**src/pkg/ulsr_pkg.sv**
```systemverilog
// Package with register map, field layout, reset values and timing constants of the receive status block.
package ulsr_pkg;

  // ----------------------------------------------------------------
  // Register byte addresses
  // ----------------------------------------------------------------
  localparam logic [31:0] ULSR_RX_BUFFER_ADDR  = 32'h5000_1100;
  localparam logic [31:0] ULSR_CONTROL_ADDR    = 32'h5000_1104;
  localparam logic [31:0] ULSR_INT_STATUS_ADDR = 32'h5000_1108;
  localparam logic [31:0] ULSR_INT_CLEAR_ADDR  = 32'h5000_110C;
  localparam logic [31:0] ULSR_INT_ENABLE_ADDR = 32'h5000_1110;
  localparam logic [31:0] ULSR_LINE_STAT_ADDR  = 32'h5000_1114;
  localparam logic [31:0] ULSR_SPARE_ADDR      = 32'h5000_111C;

  // ----------------------------------------------------------------
  // Field positions
  // ----------------------------------------------------------------
  localparam int ULSR_LS_DATA_AVAIL_BIT = 0;
  localparam int ULSR_LS_OVERRUN_BIT    = 1;
  localparam int ULSR_LS_PARITY_BIT     = 2;
  localparam int ULSR_LS_BREAK_BIT      = 4;
  localparam int ULSR_CTL_PARITY_EN_BIT = 0;
  localparam int ULSR_CTL_FIFO_EN_BIT   = 1;
  localparam int ULSR_EV_ARRIVE_BIT     = 0;
  localparam int ULSR_EV_OVERRUN_BIT    = 1;
  localparam int ULSR_EV_PARITY_BIT     = 2;
  localparam int ULSR_EV_BREAK_BIT      = 3;
  localparam int ULSR_EV_WIDTH          = 4;

  // ----------------------------------------------------------------
  // Reset values and sizes
  // ----------------------------------------------------------------
  localparam logic [7:0]  ULSR_SPARE_RESET   = 8'h00;
  localparam logic [1:0]  ULSR_CONTROL_RESET = 2'h0;
  localparam logic [31:0] ULSR_ZERO_WORD     = 32'h0000_0000;
  localparam int          ULSR_FIFO_DEPTH    = 16;

  // ----------------------------------------------------------------
  // Timing: bit time and character length for break detection
  // ----------------------------------------------------------------
  localparam int ULSR_CLK_HZ      = 20_000_000;
  localparam int ULSR_BAUD        = 115_200;
  localparam int ULSR_BIT_CYCLES  = ULSR_CLK_HZ / ULSR_BAUD;
  localparam int ULSR_CHAR_BITS   = 11;
  localparam int ULSR_BREAK_LIMIT = ULSR_BIT_CYCLES * ULSR_CHAR_BITS;

  // One received character with its error tags.
  typedef struct packed {
    logic       brk;
    logic       par_bad;
    logic [7:0] data;
  } ulsr_char_t;

endpackage

```
**src/ulsr_status.sv**
```systemverilog
// Receive line status flags, receive buffer, spare storage byte and APB register slave.
`timescale 1ns/100ps

// Functional notes
// - Parity error flag sets on a bad-parity character only with parity checking enabled.
// - In FIFO mode parity error shows when the character reaches the FIFO head.
// - A detected break also sets the parity error flag.
// - Reading the line status register clears the parity error flag.
// - Without FIFO, a character arriving before the buffer is read sets overrun.
// - Without FIFO, the unread buffer is overwritten by the new character.
// - With FIFO, a character arriving while the FIFO is full sets overrun.
// - On FIFO overrun the FIFO keeps its contents; the new character is dropped.
// - Reading the line status register clears the overrun flag.
// - Data available is high while a character waits in buffer or FIFO.
// - Data available clears on buffer read, or when the FIFO empties.
// - An 8-bit read/write spare storage byte, reset zero, with no side effects.
// - FIFO mode is active while the FIFO enable control bit is one.
// - A break is a serial low lasting longer than one whole character.
module ulsr_status
  import ulsr_pkg::*;
#(
  parameter int FIFO_DEPTH  = ULSR_FIFO_DEPTH,
  parameter int BREAK_LIMIT = ULSR_BREAK_LIMIT
) (
  // Clock and reset
  input  wire logic        i_ref_clk,
  input  wire logic        i_arst_n,
  // APB slave
  input  wire logic        i_psel,
  input  wire logic        i_penable,
  input  wire logic        i_pwrite,
  input  wire logic [31:0] i_paddr,
  input  wire logic [31:0] i_pwdata,
  output logic [31:0]      o_prdata,
  output logic             o_pready,
  output logic             o_pslverr,
  // Receive shifter
  input  wire logic        i_rx_valid,
  input  wire logic [7:0]  i_rx_data,
  input  wire logic        i_rx_parity_bad,
  input  wire logic        i_rx_serial,
  // Status
  output logic             o_data_available,
  output logic             o_irq
);

  // ----------------------------------------------------------------
  // State
  // ----------------------------------------------------------------
  logic [1:0]               control_reg;
  logic [7:0]               spare_reg;
  ulsr_char_t               rbr_reg;
  logic                     rbr_full_reg;
  logic                     parity_err_reg;
  logic                     overrun_reg;
  logic                     break_reg;
  logic                     head_shown_reg;
  logic [ULSR_EV_WIDTH-1:0] int_status_reg;
  logic [ULSR_EV_WIDTH-1:0] int_enable_reg;

  // ----------------------------------------------------------------
  // APB decode
  // ----------------------------------------------------------------
  // One wait state: the first access cycle captures read data, the second completes.
  wire access   = i_psel & i_penable;
  wire done     = access & o_pready;
  wire wr_done  = done & i_pwrite;
  wire rd_done  = done & ~i_pwrite;
  wire hit_buf  = (i_paddr == ULSR_RX_BUFFER_ADDR);
  wire hit_ctl  = (i_paddr == ULSR_CONTROL_ADDR);
  wire hit_ist  = (i_paddr == ULSR_INT_STATUS_ADDR);
  wire hit_icl  = (i_paddr == ULSR_INT_CLEAR_ADDR);
  wire hit_ien  = (i_paddr == ULSR_INT_ENABLE_ADDR);
  wire hit_lsr  = (i_paddr == ULSR_LINE_STAT_ADDR);
  wire hit_spr  = (i_paddr == ULSR_SPARE_ADDR);
  wire hit_any  = hit_buf | hit_ctl | hit_ist | hit_icl | hit_ien | hit_lsr | hit_spr;
  wire pready_next = access & ~o_pready;

  wire fifo_mode  = control_reg[ULSR_CTL_FIFO_EN_BIT];
  wire parity_en  = control_reg[ULSR_CTL_PARITY_EN_BIT];

  // ----------------------------------------------------------------
  // Character arrival and FIFO
  // ----------------------------------------------------------------
  logic       break_pulse;
  ulsr_char_t fifo_head;
  logic       fifo_empty;
  logic       fifo_full;

  // A break arrives as one all-zero character tagged as break.
  wire        arrive   = i_rx_valid | break_pulse;
  ulsr_char_t in_char;
  assign in_char = break_pulse ? ulsr_char_t'{brk: 1'b1, par_bad: 1'b0, data: 8'h00}
                               : ulsr_char_t'{brk: 1'b0, par_bad: i_rx_parity_bad, data: i_rx_data};

  wire buf_rd   = rd_done & hit_buf;
  wire lsr_rd   = rd_done & hit_lsr;
  wire fifo_pop = buf_rd & fifo_mode;
  // full FIFO refuses the new character
  wire fifo_push = arrive & fifo_mode & ~fifo_full;

  ulsr_rx_fifo #(
    .DEPTH (FIFO_DEPTH)
  ) u_fifo (
    .i_ref_clk (i_ref_clk),
    .i_arst_n  (i_arst_n),
    .i_push    (fifo_push),
    .i_char    (in_char),
    .i_pop     (fifo_pop),
    .o_head    (fifo_head),
    .o_empty   (fifo_empty),
    .o_full    (fifo_full)
  );

  ulsr_break_det #(
    .LIMIT (BREAK_LIMIT)
  ) u_break (
    .i_ref_clk     (i_ref_clk),
    .i_arst_n      (i_arst_n),
    .i_rx_serial   (i_rx_serial),
    .o_break_pulse (break_pulse)
  );

  // ----------------------------------------------------------------
  // Flag sources
  // ----------------------------------------------------------------
  // head reveal
  wire        reveal      = fifo_mode & ~fifo_empty & ~head_shown_reg;
  wire        direct_load = arrive & ~fifo_mode;
  ulsr_char_t shown_char;
  assign shown_char = fifo_mode ? fifo_head : in_char;
  wire        shown       = fifo_mode ? reveal : direct_load;
  wire        pe_set      = shown & ((shown_char.par_bad & parity_en) | shown_char.brk);
  wire        brk_set     = shown & shown_char.brk;
  wire        ovr_direct  = direct_load & rbr_full_reg & ~buf_rd;
  wire        ovr_fifo    = arrive & fifo_mode & fifo_full;
  wire        ovr_set     = ovr_direct | ovr_fifo;

  // Clears act only on bits that the completed read actually returned, so an event
  // landing between capture and completion is never lost.
  wire        pe_clr      = lsr_rd & o_prdata[ULSR_LS_PARITY_BIT];
  wire        ovr_clr     = lsr_rd & o_prdata[ULSR_LS_OVERRUN_BIT];
  wire        brk_clr     = lsr_rd & o_prdata[ULSR_LS_BREAK_BIT];

  wire        parity_err_next = (parity_err_reg & ~pe_clr) | pe_set;
  wire        overrun_next    = (overrun_reg & ~ovr_clr) | ovr_set;
  wire        break_next      = (break_reg & ~brk_clr) | brk_set;
  // buffer read empties it unless a character lands at once
  wire        rbr_full_next   = (rbr_full_reg & ~buf_rd) | direct_load;
  // data available from buffer or FIFO
  wire        avail_now       = fifo_mode ? ~fifo_empty : rbr_full_reg;

  // ----------------------------------------------------------------
  // Interrupt status
  // ----------------------------------------------------------------
  logic [ULSR_EV_WIDTH-1:0] events;
  assign events[ULSR_EV_ARRIVE_BIT]  = direct_load | fifo_push;
  assign events[ULSR_EV_OVERRUN_BIT] = ovr_set;
  assign events[ULSR_EV_PARITY_BIT]  = pe_set;
  assign events[ULSR_EV_BREAK_BIT]   = brk_set;

  wire [ULSR_EV_WIDTH-1:0] int_clr         = (wr_done & hit_icl) ? i_pwdata[ULSR_EV_WIDTH-1:0] : '0;
  wire [ULSR_EV_WIDTH-1:0] int_status_next = (int_status_reg & ~int_clr) | events;
  wire [ULSR_EV_WIDTH-1:0] int_enable_next =
    (wr_done & hit_ien) ? i_pwdata[ULSR_EV_WIDTH-1:0] : int_enable_reg;

  // ----------------------------------------------------------------
  // Read data
  // ----------------------------------------------------------------
  // upper bits read zero
  wire [31:0] lsr_word = {27'h0, break_reg, 1'b0, parity_err_reg, overrun_reg, avail_now};
  wire [7:0]  buf_byte = fifo_mode ? fifo_head.data : rbr_reg.data;
  wire [31:0] rd_mux   =
    hit_buf ? {24'h0, buf_byte} :
    hit_ctl ? {30'h0, control_reg} :
    hit_ist ? {28'h0, int_status_reg} :
    hit_ien ? {28'h0, int_enable_reg} :
    hit_lsr ? lsr_word :
    hit_spr ? {24'h0, spare_reg} : ULSR_ZERO_WORD;

  // ----------------------------------------------------------------
  // Registers
  // ----------------------------------------------------------------
  always_ff @(posedge i_ref_clk or negedge i_arst_n) begin
    if (!i_arst_n) begin
      o_pready  <= 1'b0;
      o_pslverr <= 1'b0;
      o_prdata  <= ULSR_ZERO_WORD;
    end else begin
      o_pready  <= pready_next;
      o_pslverr <= pready_next & ~hit_any;
      if (pready_next && !i_pwrite) begin
        o_prdata <= rd_mux;
      end
    end
  end

  always_ff @(posedge i_ref_clk or negedge i_arst_n) begin
    if (!i_arst_n) begin
      control_reg <= ULSR_CONTROL_RESET;
      spare_reg   <= ULSR_SPARE_RESET;
    end else begin
      if (wr_done && hit_ctl) control_reg <= i_pwdata[1:0];
      if (wr_done && hit_spr) spare_reg <= i_pwdata[7:0];
    end
  end

  always_ff @(posedge i_ref_clk or negedge i_arst_n) begin
    if (!i_arst_n) begin
      rbr_reg      <= '0;
      rbr_full_reg <= 1'b0;
    end else begin
      if (direct_load) rbr_reg <= in_char;
      rbr_full_reg <= rbr_full_next;
    end
  end

  always_ff @(posedge i_ref_clk or negedge i_arst_n) begin
    if (!i_arst_n) begin
      parity_err_reg <= 1'b0;
      overrun_reg    <= 1'b0;
      break_reg      <= 1'b0;
      head_shown_reg <= 1'b0;
    end else begin
      parity_err_reg <= parity_err_next;
      overrun_reg    <= overrun_next;
      break_reg      <= break_next;
      head_shown_reg <= fifo_pop ? 1'b0 : (head_shown_reg | reveal);
    end
  end

  always_ff @(posedge i_ref_clk or negedge i_arst_n) begin
    if (!i_arst_n) begin
      int_status_reg   <= '0;
      int_enable_reg   <= '0;
      o_irq            <= 1'b0;
      o_data_available <= 1'b0;
    end else begin
      int_status_reg   <= int_status_next;
      int_enable_reg   <= int_enable_next;
      o_irq            <= |(int_status_next & int_enable_next);
      o_data_available <= avail_now;
    end
  end
endmodule // ulsr_status

```
**src/ulsr_rx_fifo.sv**
```systemverilog
// Receive FIFO holding characters with their error tags.
`timescale 1ns/100ps
module ulsr_rx_fifo
  import ulsr_pkg::*;
#(
  parameter int DEPTH = ULSR_FIFO_DEPTH
) (
  // Clock and reset
  input  wire logic       i_ref_clk,
  input  wire logic       i_arst_n,
  // Fill side
  input  wire logic       i_push,
  input  wire ulsr_char_t i_char,
  // Drain side
  input  wire logic       i_pop,
  output ulsr_char_t      o_head,
  output logic            o_empty,
  output logic            o_full
);
  localparam int AW = $clog2(DEPTH);

  ulsr_char_t            mem [DEPTH];
  logic [AW-1:0]         wr_ptr_reg;
  logic [AW-1:0]         rd_ptr_reg;
  logic [AW:0]           count_reg;

  wire do_push = i_push & ~o_full;
  wire do_pop  = i_pop & ~o_empty;

  assign o_empty = (count_reg == '0);
  assign o_full  = (count_reg == (AW+1)'(DEPTH));
  assign o_head  = mem[rd_ptr_reg];

  function automatic logic [AW-1:0] ptr_inc(input logic [AW-1:0] p);
    ptr_inc = (p == AW'(DEPTH - 1)) ? '0 : p + 1'b1;
  endfunction

  always_ff @(posedge i_ref_clk) begin
    if (do_push) begin
      mem[wr_ptr_reg] <= i_char;
    end
  end

  always_ff @(posedge i_ref_clk or negedge i_arst_n) begin
    if (!i_arst_n) begin
      wr_ptr_reg <= '0;
      rd_ptr_reg <= '0;
      count_reg  <= '0;
    end else begin
      if (do_push) wr_ptr_reg <= ptr_inc(wr_ptr_reg);
      if (do_pop)  rd_ptr_reg <= ptr_inc(rd_ptr_reg);
      count_reg <= count_reg + (AW+1)'(do_push) - (AW+1)'(do_pop);
    end
  end
endmodule // ulsr_rx_fifo

```
**src/ulsr_break_det.sv**
```systemverilog
// Break detector: one pulse when the serial input stays low past one character time.
`timescale 1ns/100ps
module ulsr_break_det
  import ulsr_pkg::*;
#(
  parameter int LIMIT = ULSR_BREAK_LIMIT
) (
  // Clock and reset
  input  wire logic i_ref_clk,
  input  wire logic i_arst_n,
  // Serial line
  input  wire logic i_rx_serial,
  // Detection
  output logic      o_break_pulse
);
  localparam int CW = $clog2(LIMIT + 2);

  logic [CW-1:0] low_cnt_reg;
  logic          fired_reg;

  // A break reports once; the line must go high before the next one counts.
  wire at_limit = (low_cnt_reg == CW'(LIMIT));

  always_ff @(posedge i_ref_clk or negedge i_arst_n) begin
    if (!i_arst_n) begin
      low_cnt_reg   <= '0;
      fired_reg     <= 1'b0;
      o_break_pulse <= 1'b0;
    end else begin
      o_break_pulse <= 1'b0;
      if (i_rx_serial) begin
        low_cnt_reg <= '0;
        fired_reg   <= 1'b0;
      end else if (!at_limit) begin
        low_cnt_reg <= low_cnt_reg + 1'b1;
      end else if (!fired_reg) begin
        o_break_pulse <= 1'b1;
        fired_reg     <= 1'b1;
      end
    end
  end
endmodule // ulsr_break_det

```
**config.mk**
```make
export PLATFORM = sky130hd
export DESIGN_NAME = ulsr_status
export DESIGN_NICKNAME = d
export VERILOG_FILES = /design/src/pkg/ulsr_pkg.sv /design/src/ulsr_status.sv /design/src/ulsr_rx_fifo.sv /design/src/ulsr_break_det.sv
export SDC_FILE = /design/constraint.sdc
export NUM_CORES = 1
export LEC_CHECK = 0
export BUFFER_PORTS_ARGS = -buffer_cell sky130_fd_sc_hd__clkbuf_2
export CORE_UTILIZATION = 63
export DETAILED_ROUTE_END_ITERATION = 16
export GPL_TIMING_DRIVEN = 0
export MAX_ROUTING_LAYER = met4
export PLACE_DENSITY_LB_ADDON = 0.3
export SYNTH_ARGS = -nofsm -noshare
export SYNTH_HDL_FRONTEND = slang
export SYNTH_SLANG_ARGS = --single-unit
```
**constraint.sdc**
```tcl
create_clock -name i_ref_clk -period 5.7 [get_ports i_ref_clk]
set_input_delay 1.71 -clock i_ref_clk [delete_from_list [all_inputs] [get_ports i_ref_clk]]
set_output_delay 1.71 -clock i_ref_clk [all_outputs]
set_load 0.01 [all_outputs]
```
==> results.ini <==
[pwr]
ir_worst_vdd_v = 0.000302
leakagePower_nw = 4.38
p_int_w = 0.00277
seqPwrFrac_pct = 51.4
p_per_area_mw_per_mm2 = 303
p_comb_share_pct = 3.6
power_switching_w = 0.000748
clockPowerShare_pct = 45.0
sw_frac_of_total_pct = 21.3

[sta]
fmax_ghz = 0.222
layout_min_cycle_time_ns = 4.50
whs_ns = 0.465
fin_tns_setup_ns = 0
rsz0062_at_grt = no
hold_violations = 0
setup_viol = 0
tightest_slew_ns = 1.44
final-max-slew-violation-count = 0
finalCritPeriodShare_pct = 78.9
relSlewSlack_pct = 3.61
clock-skew-final_ns = 0.0262

[setup_path]
worstSetupStartpointType = input pin
cp_common_cell = nor2_1
cp.buffers_inverters = 2
timing.critical_path.cells = clkbuf_2 > nor4b_2 > nand4_1 > nor3_1 > nand3_1 > nor2_1 > ha_1 > inv_1 > ha_1 > fa_1 > a21oi_1 > nor2_1 > nor2_1 > xnor2_1
cp.required_ns = 6.16
path_depth = 14
reg2reg_depth = 5
endpoint_kind = flip-flop
arrival_ns = 4.96
cpMaxStageDelayCell = nor3_1
crit_family = simple AND/OR/NAND/NOR gates
max_stage_delay_ns = 0.88
crit_path_max_fanout = 8
critical_path_class = input pin to flip-flop

[floorplanning]
core_mm2 = 0.0154
start_util_pct = 65.4
io_pins = 116
die_w_um = 128
die_h_um = 128
rows = 45
die_area_mm2 = 0.0165

[detailed_routing]
avgViaCountPerCell = 6.19
drt_first_iter_violations = 667
drt_wl_total_mm = 23.1
dr.pass1.iters = 5
vias = 6326
drtAntennaViolNets = 0
wire_per_inst_um = 22.6
drc = 0

[global_routing]
grt_max_degree = 70
overflow = 0
grt_usage_pct = 29.8
antenna_found_initial = 0
grt_pass1_wl_mm = 34.7
grt_pass1_vias = 6333

[placed_design]
port-buffer-count = 67
place_inst = 977
dp_hpwl_mm = 15.1
gp_congestion = 0.907
place_area_mm2 = 0.0108

[synth]
synthTopCellsByArea = edfxtp_1 (48%), dfrtp_1 (17%), mux4_2 (6.0%), mux2i_1 (3.2%), mux2_2 (2.7%)
synth_area_per_cell_um2 = 14.9
yosysSeqAreaShare_pct = 64.9
yosysMostFrequentCell = edfxtp_1
ys_ff_latch = 229
synth-main-ff-cell = edfxtp_1
yosysWarningCount = 0
async_reset_ff_share_pct = 30.1
synth_top_area_share_pct = 47.8
synth_area_mm2 = 0.0101
ys_types = 66
synth_top_area_cell = edfxtp_1
synth-edff-count = 160
syn_inst = 675
ys_top_cells_by_count = edfxtp_1 (160), dfrtp_1 (69), nor2_1 (35)

[final_layout]
layout-drive-gt1-share_pct = 24.9
utilization_pct = 75.4
largest_register_ffs = 160
multiInputGateArea_mm2 = 0.00322
postLayoutCellArea_mm2 = 0.0116
antenna_cells = 0
register_area_mm2 = 0.00653
syn2layout_area_growth_pct = 15.3
n_fill_cell = 928
fin_cells = 1022
fin_nets = 886

[job]
max-cap-violations = 0

[run_status]
status = completed

[cts]
cts_hold_buf = 0
clock_latency_ns = 0.54
post_cts_buffers = 0
htreeDepth = 1
cts_buffers = 24
root_buffer = clkbuf_16
clk_pin_slew_worst_paths_ns = 0.06
cts_tree = done
cts_resized = 0
cts_buffer_depth = 3
cts_sinks = 229

[min_path]
min_path_cells = 1
hold_path_class = flip-flop to flip-flop

==> cell usage in the layout, fill, tap and decap left out, types with 5 or more instances in the layout <==
cell       count
nand3_1       18
nor3b_1        6
clkbuf_16     24
conb_1        24
xnor2_1        5
a21oi_1       18
nor2_1        35
mux4_2        27
inv_1         15
nor2b_1       15
and4_1         5
a311oi_1       5
ha_1          12
a21o_1         6
mux2i_1       32
mux2_2        24
a22oi_1        8
or3_1          5
nor3_1         8
clkinv_2       5
nand2_1       21
and2_1        19
and3_1         5
buf_4         27
clkbuf_1      23
dfrtp_1       69
a221oi_1      14
xor2_1         7
o21ai_0       28
edfxtp_1     160
clkbuf_2      66
==> path summary, 6_finish.rpt <==
kind | slack [ns] | endpoint | from
setup / recovery | 1.20 | u_fifo.count_reg[4] | i_paddr[21]
hold / removal | 0.47 | u_break.o_break_pulse | u_break.fired_reg
setup reg to reg | 2.56 | u_fifo.mem[3][3] | u_break.o_break_pulse
hold reg to reg | 0.47 | u_break.o_break_pulse | u_break.fired_reg
max in group asynchronous | 4.20 | int_status_reg[2] | i_arst_n
min in group asynchronous | 1.22 | u_fifo.count_reg[0] | i_arst_n
==> cell type report <==
class	instances	area share, %
inverter	15	0.486
timing repair buffer	69	3.22
tap	211	2.28
buffer	55	2.92
multi-input combinational	399	27.8
clock buffer	27	5.28
clock inverter	17	1.73
sequential	229	56.3
==> layer usage <==
metal  wire (µm)  up-vias  GRT usage (%)
met2       11500      327           48.7
met5           0        -              -
met4         724        0           11.9
met3        1650       59           4.78
li1            -     2790              -
met1        9190     3150           37.8
==> logic make-up after synthesis <==
| family | share of synthesized area, % |
|---|---|
| multiplexers | 12.1 |
| flip-flops | 64.9 |
| AO/OA/AOI/OAI | 6.94 |
| AND/OR/NAND/NOR | 9.37 |
| buffers and inverters | 3.93 |
| XOR/XNOR | 1.04 |
| other | 0.0373 |
| adder cells (fa/ha/maj) | 1.69 |
==> through the flow <==
stage          setup WS (ns)  total power, W
5_1_grt                0.971         0.00360
4_1_cts                 1.28         0.00352
3_5_place_dp           0.762         0.00196
6_report                1.20         0.00351
3_3_place_gp           0.749         0.00195
2_1_floorplan           1.51         0.00190
==> power groups by stage <==
stage	sequential [W]	combinational (W)	clock (W)
after CTS	0.00181	0.000126	0.00159
after global routing	0.00181	0.000139	0.00166
final	0.00181	0.000128	0.00158
after detailed placement	0.00184	0.000125	0
after floorplan	0.00184	0.0000632	0
after global placement	0.00184	0.000116	0
Power figures use the tool's default switching activity.
